[config.mk]
export PLATFORM = sky130hd
export DESIGN_NAME = fdpl_fault_latch
export DESIGN_NICKNAME = d
export VERILOG_FILES = /design/src/include/fdpl_pkg.sv /design/src/design/fdpl_bridge_gap.sv /design/src/design/fdpl_fault_latch.sv
export SDC_FILE = /design/constraint.sdc
export NUM_CORES = 1
export LEC_CHECK = 0
export ABC_AREA = 1
export ABC_CLOCK_PERIOD_IN_PS = 1900
export CAP_MARGIN = 30
export CORE_MARGIN = 1
export CORE_UTILIZATION = 50
export DETAILED_ROUTE_END_ITERATION = 10
export DONT_BUFFER_PORTS = 1
export SLEW_MARGIN = 10
export SYNTH_ARGS = -nofsm -noshare
export SYNTH_HDL_FRONTEND = slang
export SYNTH_HIERARCHICAL = 1
export SYNTH_SLANG_ARGS = --single-unit
[constraint.sdc]
create_clock -name sys_clk -period 1.9 [get_ports sys_clk]
set_input_delay 0.095 -clock sys_clk [delete_from_list [all_inputs] [get_ports sys_clk]]
set_output_delay 0.095 -clock sys_clk [all_outputs]
set_load 0.01 [all_outputs]
[src/include/fdpl_pkg.sv]
`default_nettype none
package fdpl_pkg;
    // qualifying periods, own values, microseconds
    localparam int OC_QUALIFY_US   = 2;
    localparam int TEMP_QUALIFY_US = 10;
    localparam int CLK_MHZ         = 25;
    localparam int OC_QUALIFY_CYC  = OC_QUALIFY_US * CLK_MHZ;
    localparam int TEMP_QUALIFY_CYC = TEMP_QUALIFY_US * CLK_MHZ;
    localparam int QCNT_W          = 12;
    // non-overlap interval in ns and its cycle count (least time, round up)
    localparam int DEADTIME_MIN_NS = 10;
    localparam int DEADTIME_MAX_NS = 40;
    localparam int CLK_PERIOD_NS   = 40;
    localparam int DEADTIME_MIN_CYC = (DEADTIME_MIN_NS + CLK_PERIOD_NS - 1) / CLK_PERIOD_NS;
    localparam int DEADTIME_MAX_CYC = DEADTIME_MAX_NS / CLK_PERIOD_NS;
    localparam logic [3:0] DEADTIME_RESET = 4'h1;
    localparam logic FAULT_RESET = 1'b0;

    typedef struct packed {
        logic highOn;
        logic lowOn;
    } fdpl_gate_s;

    typedef enum logic [1:0] {
        FDPL_BOTH_OFF = 2'b00,
        FDPL_HIGH_ON  = 2'b01,
        FDPL_GAP      = 2'b11,
        FDPL_LOW_ON   = 2'b10
    } fdpl_bridge_e;
endpackage
`default_nettype wire

[src/design/fdpl_bridge_gap.sv]
`default_nettype none
module fdpl_bridge_gap
    import fdpl_pkg::*;
(
    // clock and reset
    input  wire logic       sys_clk,
    input  wire logic       resetn,
    // control
    input  wire logic       wantHigh,
    input  wire logic       forceOff,
    input  wire logic [3:0] gapCycles,
    // gate drive
    output fdpl_gate_s      gate
);
    // ==========================================
    // state
    fdpl_bridge_e state, next_state;
    logic [3:0]   cnt, next_cnt;
    logic         target, next_target;
    logic [3:0]   gapEff;

    // clamp below one cycle, a zero gap would allow shoot-through
    assign gapEff = (gapCycles == 4'h0) ? 4'h1 : gapCycles;

    always_comb begin
        next_state  = state;
        next_cnt    = cnt;
        next_target = target;
        case (state)
            FDPL_BOTH_OFF: begin
                if (!forceOff) begin
                    next_target = wantHigh;
                    next_cnt    = gapEff;
                    next_state  = FDPL_GAP;
                end
            end
            FDPL_HIGH_ON, FDPL_LOW_ON: begin
                if (forceOff) begin
                    next_state = FDPL_BOTH_OFF;
                end else if (wantHigh != (state == FDPL_HIGH_ON)) begin
                    next_target = wantHigh;
                    next_cnt    = gapEff;
                    next_state  = FDPL_GAP;
                end
            end
            FDPL_GAP: begin
                if (forceOff) begin
                    next_state = FDPL_BOTH_OFF;
                end else if (cnt <= 4'h1) begin
                    next_state = target ? FDPL_HIGH_ON : FDPL_LOW_ON;
                end else begin
                    next_cnt = cnt - 4'h1;
                end
            end
            default: next_state = FDPL_BOTH_OFF;
        endcase
    end

    always_ff @(posedge sys_clk or negedge resetn) begin
        if (!resetn) begin
            state  <= FDPL_BOTH_OFF;
            cnt    <= 4'h0;
            target <= 1'b0;
        end else begin
            state  <= next_state;
            cnt    <= next_cnt;
            target <= next_target;
        end
    end

    assign gate.highOn = (state == FDPL_HIGH_ON);
    assign gate.lowOn  = (state == FDPL_LOW_ON);
endmodule // fdpl_bridge_gap
`default_nettype wire

[src/design/fdpl_fault_latch.sv]
`default_nettype none
module fdpl_fault_latch
    import fdpl_pkg::*;
(
    // clock and reset
    input  wire logic       sys_clk,
    input  wire logic       resetn,
    // control pins
    input  wire logic       sleepIn,
    input  wire logic       muteIn,
    // comparator pins, high means fail
    input  wire logic       left_high_side_current_sense,
    input  wire logic       right_high_side_current_sense,
    input  wire logic       left_low_side_current_sense,
    input  wire logic       right_low_side_current_sense,
    input  wire logic       temp_sense_in,
    // modulator side
    input  wire logic       leftPwm,
    input  wire logic       rightPwm,
    input  wire logic [3:0] deadtimeCycles,
    output logic            modClkEn,
    // gate drives
    output fdpl_gate_s      leftGate,
    output fdpl_gate_s      rightGate,
    // status
    output logic            fault_flag_out
);
    // ==========================================
    // input synchronisers
    localparam int NSYNC = 7;
    logic [NSYNC-1:0] rawIn, sync1, sync2;
    assign rawIn = {sleepIn, muteIn, temp_sense_in, right_low_side_current_sense,
                    left_low_side_current_sense, right_high_side_current_sense,
                    left_high_side_current_sense};

    always_ff @(posedge sys_clk or negedge resetn) begin
        if (!resetn) begin
            sync1 <= '0;
            sync2 <= '0;
        end else begin
            sync1 <= rawIn;
            sync2 <= sync1;
        end
    end

    logic sleepS, muteS, tempFail;
    logic [3:0] ocFail;
    assign ocFail   = sync2[3:0];
    assign tempFail = sync2[4];
    assign muteS    = sync2[5];
    assign sleepS   = sync2[6];

    // ==========================================
    // persistence counters, four current and one temperature
    logic [4:0] qualActive;
    logic [4:0] qualDone;
    assign qualActive[3:0] = ocFail & {4{!(sleepS || muteS)}};
    assign qualActive[4]   = tempFail && !sleepS;

    logic [QCNT_W-1:0] qcnt [5];
    logic [QCNT_W-1:0] next_qcnt [5];

    genvar g;
    generate
        for (g = 0; g < 5; g++) begin : g_qual
            localparam logic [QCNT_W-1:0] LIMIT =
                QCNT_W'((g == 4) ? TEMP_QUALIFY_CYC : OC_QUALIFY_CYC);
            always_comb begin
                if (!qualActive[g]) begin
                    next_qcnt[g] = '0;
                end else if (qcnt[g] < LIMIT) begin
                    next_qcnt[g] = qcnt[g] + QCNT_W'(1);
                end else begin
                    next_qcnt[g] = qcnt[g];
                end
            end
            always_ff @(posedge sys_clk or negedge resetn) begin
                if (!resetn) begin
                    qcnt[g] <= '0;
                end else begin
                    qcnt[g] <= next_qcnt[g];
                end
            end
            assign qualDone[g] = (qcnt[g] == LIMIT);
        end
    endgenerate

    // ==========================================
    // sticky fault latch
    logic next_fault;
    always_comb begin
        if (sleepS) begin
            next_fault = 1'b0;
        end else if (|qualDone) begin
            next_fault = 1'b1;
        end else begin
            next_fault = fault_flag_out;
        end
    end

    always_ff @(posedge sys_clk or negedge resetn) begin
        if (!resetn) begin
            fault_flag_out <= FAULT_RESET;
        end else begin
            fault_flag_out <= next_fault;
        end
    end

    // ==========================================
    // gate drive, fault deliberately not a term here
    logic gatesOff;
    assign gatesOff = sleepS || muteS;
    assign modClkEn = !gatesOff;

    fdpl_bridge_gap u_left (
        .sys_clk  (sys_clk),
        .resetn   (resetn),
        .wantHigh (leftPwm),
        .forceOff (gatesOff),
        .gapCycles(deadtimeCycles),
        .gate     (leftGate)
    );
    fdpl_bridge_gap u_right (
        .sys_clk  (sys_clk),
        .resetn   (resetn),
        .wantHigh (rightPwm),
        .forceOff (gatesOff),
        .gapCycles(deadtimeCycles),
        .gate     (rightGate)
    );
endmodule // fdpl_fault_latch
`default_nettype wire

# --- Word-level counts from Yosys, hierarchy flattened ---
# Index checks and enable logic that the tools add are counted.
op_classes:
  bitwise_logic: 1
  div: 0
  n_addsub: 7
  shift: 0
  n_reduce_logical: 19
  mul: 0
  mux: 45
  n_eq_ne: 32
  n_lt_le_gt_ge: 7
ops:
  columns: ["operator", "n"]
  rows:
  - ["two-way mux 12 bit", 10]
  - ["adder 12 x 1 -> 12 bit (second input constant)", 5]
  - ["== test 12 x 6 -> 1 bit (second input constant)", 4]
  - ["less-than comparator 12 x 6 -> 1 bit (second input constant)", 4]
  - ["two-way mux 4 bit", 10]
  - ["case mux 4 bit (3 select lines)", 2]
  - ["two-way mux 2 bit", 11]
  - ["inequality test 2 bit (second input constant)", 8]
  - ["inequality test 2 x 1 -> 1 bit (second input constant)", 7]
  - ["== test 12 x 8 -> 1 bit (second input constant)", 1]
  - ["less-than comparator 12 x 8 -> 1 bit (second input constant)", 1]
  - ["case mux 2 bit (3 select lines)", 2]
  - ["AND reduction 5 bit", 2]
  - ["== test 2 bit (second input constant)", 4]
  - ["less-or-equal comparator 4 x 1 -> 1 bit (second input constant)", 2]
  - ["two-way mux 1 bit", 8]
  - ["AND reduction 4 bit", 2]
  - ["subtractor 4 x 1 -> 4 bit (second input constant)", 2]
  - ["inequality test 3 x 1 -> 1 bit (second input constant)", 2]
  - ["inequality test 3 x 2 -> 1 bit (second input constant)", 2]
  - ["AND reduction 3 bit", 2]
  - ["nonzero test 2 bit", 3]
  - ["OR reduction 5 bit", 1]
  - ["AND 4 bit", 1]
  - ["9 further kinds", 15]
word_totals:
  out_inout_bits: 6
  ram_bits: 0
  inputBits: 15
  latchBits: 0
  reg_bits: 89
  mem_bits_ro: 0
  n_memories: 0

# --- Logic depth before layout (Yosys ltp) ---
# Gate-level depths: netlist (run 1).
depth:
  ltp_word: 5
  depth_mapped: 10
  ltp_nobuf: 10

# --- Modules after synthesis ---
# The synthesis (run 1) kept the hierarchy.
modules_own_cells:
  columns: ["module", "seq_area_each_um2", "cells_per_inst", "instances", "area_per_inst_um2"]
  rows:
  - ["fdpl_fault_latch", 1876.8, 389, 1, 3450.8]
  - ["fdpl_bridge_gap", 175.2, 93, 2, 589.3]

# --- Least setup slack after synthesis (run 1) ---
# OpenSTA, ideal clock, no wires.
synth_timing:
  kind: "register -> register"
  start: "reg sync2[6]"
  end: "reg u_left.cnt[3]"
  path_slack_ns: 0.431
  period_less_slack_ns: 1.469
  path_stages_with_launch: 9
  setup_ns: 0.116
  n_path_buf: 0
  t_arrival_ns: 1.353
  cell_sequence: "dfrtp_1 > nor2_8 > inv_1 > o21ai_1 > nand2_1 > inv_1 > nand2_1 > nand2_1 > nand2_1"
synth_between:
  elab_chain_cells: 3
  elab_cells_between_ends: 5
  cone_classes: "3 x eq/ne; 2 x reduce/logical"
synth_lines:
  columns: ["item", "line_no", "rtl"]
  rows:
  - ["start: declaration", "fdpl_fault_latch.sv:31", "logic [NSYNC-1:0] rawIn, sync1, sync2;"]
  - ["start signal: assignment", "fdpl_fault_latch.sv:42", "sync2 <= sync1;"]
  - ["logical OR 1 bit *", "fdpl_fault_latch.sv:112", "assign gatesOff = sleepS || muteS;"]
  - ["via gatesOff", "fdpl_fault_latch.sv:111", "logic gatesOff;"]
  - ["inequality test 2 bit (no line)", null, null]
  - ["AND reduction 5 bit (no line) *", null, null]
  - ["end signal: assignment", "fdpl_bridge_gap.sv:66", "cnt <= next_cnt;"]
  - ["end: declaration", "fdpl_bridge_gap.sv:18", "logic [3:0] cnt, next_cnt;"]
# The timed path passes the listed nets; every way through them passes the cells marked *.
# A chain may end at the register's enable or synchronous reset.

# --- Worst setup path in the final report (run 1) ---
layout_timing:
  start: "reg u_right.state[0]"
  end: "reg u_right.cnt[3]"
layout_between:
  elab_chain_cells: 4
  elab_cells_between_ends: 13
  cone_classes: "9 x eq/ne; 1 x mux; 3 x reduce/logical"
layout_lines:
  columns: ["item", "line_no", "rtl"]
  rows:
  - ["start: declaration", "fdpl_bridge_gap.sv:17", "fdpl_bridge_e state, next_state;"]
  - ["start signal: assignment", "fdpl_bridge_gap.sv:65", "state <= next_state;"]
  - ["== test 2 bit or == test 2 x 1 -> 1 bit (tied branches)", "fdpl_bridge_gap.sv:29, fdpl_bridge_gap.sv:40", null]
  - ["OR reduction 2 bit or inequality test 1 bit (tied branches)", "fdpl_bridge_gap.sv:29, fdpl_bridge_gap.sv:40", null]
  - ["inequality test 2 x 1 -> 1 bit (no line) or inequality test 2 bit (tied branches)", null, null]
  - ["AND reduction 5 bit (no line)", null, null]
  - ["end signal: assignment", "fdpl_bridge_gap.sv:66", null]
  - ["end: declaration", "fdpl_bridge_gap.sv:18", null]
# Parallel ways exist; a longest one is shown, timed or not.

==> flow_summary.toml, run 1 <==
[sta]
layout_min_cycle_time_ns = 1.65
slew_viol_final = 0
rsz0062_at_grt = "no"
post-route-period-util = 0.867
fin_hold_ws_ns = -0.581
relSlewSlack = 0.750
clock.fmax_ghz = 0.607
fin_setup_tns_ns = 0
setup-violations-final = 0
skew_ns = 0.0151
tightest_slew_ns = 0.374
hold_viol_final = 89

[worst_setup_path]
regToRegStartpoint = "u_right/state[0]"
critPathKind = "reg2reg"
critPathRequiredTime_ns = 2.14
worstSetupStartpointType = "register"
end_kind = "register"
crit_path_end = "u_right/cnt[3]"
crit_path_max_fanout = 4
reg2reg_depth = 8
crit_start = "u_right/state[0]"
r2r_setup_slack_ns = 0.25
cp.arrival_ns = 1.89
rr_endpoint = "u_right/cnt[3]"

[grt]
grt_first_pass_wirelength_mm = 14.5
grt-ovfl-total = 0
grt_pass1_vias = 3288
grt_max_degree = 90
grtUsageTotal = 0.188
antenna_found_initial = 0

[floorplanning]
start_util = 0.523
die-width_um = 98.2
rows = 34
io_pins = 21
die_h_um = 98.2
fp.coreArea_um2 = 8850
die_area_um2 = 9650

[clocking]
clk_pin_slew_ns = 0.09
cts_resized = 0
cts.sinks = 89
h-tree-depth = 3
clock-root-buffer = "clkbuf_8"
ctsHoldBuffers = 10
cts_tree = "built"
max-clock-path-buffers = 2
cts_setup_buffers = 0
numCtsBuffers = 9
clk_latency_ns = 0.36

[layout]
design_area_um2 = 5070
area_delta_synth_final_pct = 9.49
fin_nets = 636
layout-drive-gt1-share = 0.0764
diodes = 0
n_fill_cell = 815

[routing]
drt_iter0_markers = 186
wl_per_cell_um = 11.3
avgViaCountPerCell = 4.84
ant_nets = 0
vias = 3433
drt_wl_total_mm = 7.99
drc = 0
firstDrtPassIters = 4

[synth]
synth_cells = 575
postSynthAreaPerCell_um2 = 8.05
syn_nets = 614
synth_cell_types = 31
synth_top_area_share = 0.481
synth_warnings = 6
syn_area_um2 = 4630
synth_area_leaders = "dfrtp_1 48%, nand2_1 11%, inv_1 7.8%"
synth_top_cell_by_area = "dfrtp_1"
synth-seq-cells = 89
ys_seq_area_frac = 0.481

[placed_design]
port_buffers = 0
routabilityCongestion = 0.853
dp_hpwl_mm = 5.69
place_area_um2 = 4770

[power]
power_density_nw_per_um2 = 969
p_leak_nw = 2.60
irDropWorstVdd_v = 0.000689

[outcome]
outcome = "finished with violations"
violations = "hold timing"

[run]
max_cap_violations = 0

[min_path]
hold_class = "in2async"
-- area by class of cell --
cell class | count | area [um2] | share of cell area
well taps | 108 | 135 | 0.0267
clock buffers | 12 | 145 | 0.0286
clock inverters | 4 | 51.3 | 0.0101
inverters | 103 | 387 | 0.0763
flip-flops and latches | 89 | 2230 | 0.439
repair buffers | 11 | 108 | 0.0212
multi-input cells | 383 | 2020 | 0.398
-- metal layers --
metal | GRT usage | up-vias | wire, um
met1 | 0.248 | 1559 | 3960
li1 | - | 1824 | -
met4 | 0.0746 | 0 | 148
met5 | 0 | - | 0
met2 | 0.303 | 36 | 3670
met3 | 0.0401 | 14 | 219
-- where the power goes --
part / leakage (nW) / internal, W / switching (W) / total (W)
sequential: 1.18 / 0.00207 / 0.000176 / 0.00225
combinational: 1.32 / 0.000498 / 0.000861 / 0.00136
clock: 0.0970 / 0.000648 / 0.000654 / 0.00130
total: 2.60 / 0.00322 / 0.00169 / 0.00491
-- synthesized netlist by cell type --
library cell / n
nor3_1: 5
inv_1: 96
xnor2_1: 1
nand3_1: 49
nand4_1: 10
nor3b_1: 2
or2_2: 2
inv_2: 7
o21ai_2: 3
a21oi_2: 1
xor2_1: 9
a21boi_0: 2
nor2_4: 2
o21a_1: 1
o31ai_1: 3
nand2_1: 130
nor3_4: 1
o21bai_2: 1
o21ai_0: 8
ha_1: 24
dfrtp_1: 89
nor2_8: 1
o21ai_1: 18
nand2_4: 6
or2_0: 1
nor2_2: 3
o21bai_1: 1
nor2_1: 83
a21oi_1: 11
nand3b_1: 1
nand2_2: 4
-- flip-flops by register name, indices dropped and copies added (netlist names) --
| signal | cells |
|---|---|
| qcnt | 60 |
| sync1 | 7 |
| sync2 | 7 |
| u_left/cnt | 4 |
| u_right/cnt | 4 |
| u_left/state | 2 |
| u_right/state | 2 |
| fault_flag_out | 1 |
| u_left/target | 1 |
| u_right/target | 1 |
-- critical path: stages, from the launching register on --
cell	delay (ns)
dfrtp_1	0.40
inv_1	0.11
ha_1	0.34
o21ai_1	0.22
nand2_1	0.11
inv_1	0.12
nand2_1	0.12
nand2_1	0.07
nand2_1	0.05
-- kinds of logic (layout without fill, tap and decap cells) --
logic type / Yosys count / count (layout) / synth area share
compound gates: 49 / 49 / 0.0614
buf+inv: 103 / 130 / 0.0835
xor+xnor: 10 / 10 / 0.0189
simple gates: 300 / 300 / 0.290
fa+ha+maj: 24 / 24 / 0.0649
flops: 89 / 89 / 0.481
-- metrics by stage --
stage / total power (W) / utilization / setup WS (ns) / cells
2_1_floorplan: 0.00334 / - / 0.431 / 575
3_3_place_gp: 0.00358 / 0.539 / 0.393 / 684
3_5_place_dp: 0.00363 / 0.539 / 0.300 / 684
4_1_cts: 0.00497 / 0.573 / 0.275 / 710
5_1_grt: 0.00531 / 0.573 / 0.0522 / 710
6_report: 0.00491 / 0.573 / 0.253 / 710
-- cell usage in the layout (no fill, tap or decap), types with 2 or more instances in the layout --
cell type	Yosys	routed
nand4_1	10	10
o21ai_2	3	3
dfrtp_1	89	89
o21ai_1	18	18
nand2_4	6	6
or2_2	2	2
a21boi_0	2	2
nor2_4	2	2
ha_1	24	24
inv_2	7	7
nand2_1	130	130
inv_1	96	96
o31ai_1	3	3
nor2_1	83	83
o21ai_0	8	8
clkbuf_8	0	10
nor3b_1	2	2
nand3_1	49	49
nor3_1	5	5
dlygate4sd3_1	0	10
nor2_2	3	3
clkbuf_1	0	2
xor2_1	9	9
nand2_2	4	4
a21oi_1	11	11
-- worst min path at each step --
stage               cells after the start  startpoint              to
global placement                        0      resetn        qcnt[24]
detailed placement                      0      resetn        qcnt[26]
finish                                  0      resetn        qcnt[32]
floorplan                               0      resetn  fault_flag_out
global route                            0      resetn        qcnt[26]
CTS                                     0      resetn        qcnt[26]
(Power assumes the default switching activity.)
==> inputs of run 2 (changes only) <==
==> constraint.sdc (replaced) <==
create_clock -name sys_clk -period 1.9 [get_ports sys_clk]
set_input_delay 0.19 -clock sys_clk [delete_from_list [all_inputs] [get_ports sys_clk]]
set_output_delay 0.19 -clock sys_clk [all_outputs]
set_load 0.01 [all_outputs]
==> flow_summary.toml, run 2 (synthesized netlist as in run 1, its figures left out) <==
[outcome]
outcome = "finished with violations"
violations = "hold timing"

[worst_setup_path]
crit_path_max_fanout = 4
critPathRequiredTime_ns = 2.14
r2r_setup_slack_ns = 0.26
cp.arrival_ns = 1.88
end_kind = "register"
crit_top_cell = "nand2_1"
slowest_delay_ns = 0.40
critPathKind = "reg2reg"
worstSetupStartpointType = "register"
cpMaxStageDelayCell = "dfrtp_1"
path_buf_inv = 2
path_delay_family = "flip-flops"
path_cells = "inv_1 -> ha_1 -> o21ai_1 -> nand2_1 -> inv_1 -> nand2_1 -> nand2_1 -> nand2_1"

[grt]
grt_pass1_vias = 3288
grt-ovfl-total = 0
grtUsageTotal = 0.187
grt_max_degree = 90
antenna_found_initial = 0
grt_first_pass_wirelength_mm = 14.5

[routing]
firstDrtPassIters = 4
ant_nets = 0
avgViaCountPerCell = 4.85
drt_wl_total_mm = 7.96
drt_iter0_markers = 193
vias = 3441
wl_per_cell_um = 11.2
drc = 0

[clocking]
clock-root-buffer = "clkbuf_8"
ctsHoldBuffers = 9
clk_pin_slew_ns = 0.09
numCtsBuffers = 9
cts_setup_buffers = 0
clk_latency_ns = 0.36
max-clock-path-buffers = 2
cts_tree = "built"
cts.sinks = 89
h-tree-depth = 3
cts_resized = 0

[sta]
skew_ns = 0.0150
post-route-period-util = 0.864
slew_viol_final = 0
setup-violations-final = 0
clock.fmax_ghz = 0.609
layout_min_cycle_time_ns = 1.64
tightest_slew_ns = 0.374
rsz0062_at_grt = "no"
fin_hold_ws_ns = -0.486
fin_setup_tns_ns = 0
hold_viol_final = 89
relSlewSlack = 0.750

[layout]
regMostFlops = "qcnt"
fin_nets = 635
layout.cells.most_common = "nand2_1"
multi_input_area_um2 = 2020
area_delta_synth_final_pct = 9.27
largest_register_ffs = 60
top_regs = "qcnt x60, sync1 x7, sync2 x7"
seq_area_um2 = 2230
n_fill_cell = 815
final_util = 0.572
layout-drive-gt1-share = 0.0765
final_cell_mix = "130 x nand2_1, 96 x inv_1, 89 x dfrtp_1, 83 x nor2_1, 49 x nand3_1"
diodes = 0

[floorplanning]
fp.coreArea_um2 = 8850
die-width_um = 98.2
io_pins = 21
die_h_um = 98.2
rows = 34
start_util = 0.523
die_area_um2 = 9650

[placed_design]
dp_hpwl_mm = 5.69
routabilityCongestion = 0.853
port_buffers = 0

[power]
irDropWorstVdd_v = 0.000686
power_density_nw_per_um2 = 970
power_w = 0.00490
p_leak_nw = 2.60

[run]
max_cap_violations = 0

[min_path]
hold_class = "in2async"
run 2: cell count changes in the layout (fill, tap and decap cells not counted):
| cell | change |
|---|---|
| dlygate4sd3_1 | -1 |
run 2: area by class of cell:
type / count / share of cell area
repair buffers: 10 / 0.0193
clock inverters: 4 / 0.0101
inverters: 103 / 0.0764
clock buffers: 12 / 0.0287
multi-input cells: 383 / 0.398
well taps: 108 / 0.0267
flip-flops and latches: 89 / 0.440
run 2: final timing paths:
kind                                         from  cells past startpoint              to
worst min-delay path                       resetn                      0        qcnt[32]
worst min register to register           sync1[5]                      0        sync2[5]
worst max register to register   u_right/state[0]                      8  u_right/cnt[3]
min in group sys_clk            deadtimeCycles[3]                      4   u_left/cnt[3]
max in group asynchronous                  resetn                      0  u_right/cnt[3]
worst max-delay path             u_right/state[0]                      8  u_right/cnt[3]
run 2: through the flow:
stage,setup slack [ns],area (um2),cells
CTS,0.275,5060,709
detailed placement,0.300,4770,684
global placement,0.393,4770,684
finish,0.259,5060,709
global route,0.0522,5060,709
floorplan,0.431,4630,575
run 2: power by group:
part           internal [W]  switching, W
Clock              0.000648      0.000652
Combinational      0.000497      0.000858
Sequential          0.00207      0.000177
Total               0.00322       0.00169
run 2: routing by layer:
metal / up-vias / global-route usage / wire, um
met5: - / 0 / 0
met4: 0 / 0.0746 / 148
met3: 14 / 0.0401 / 255
met2: 45 / 0.302 / 3650
met1: 1560 / 0.248 / 3910
li1: 1822 / - / -
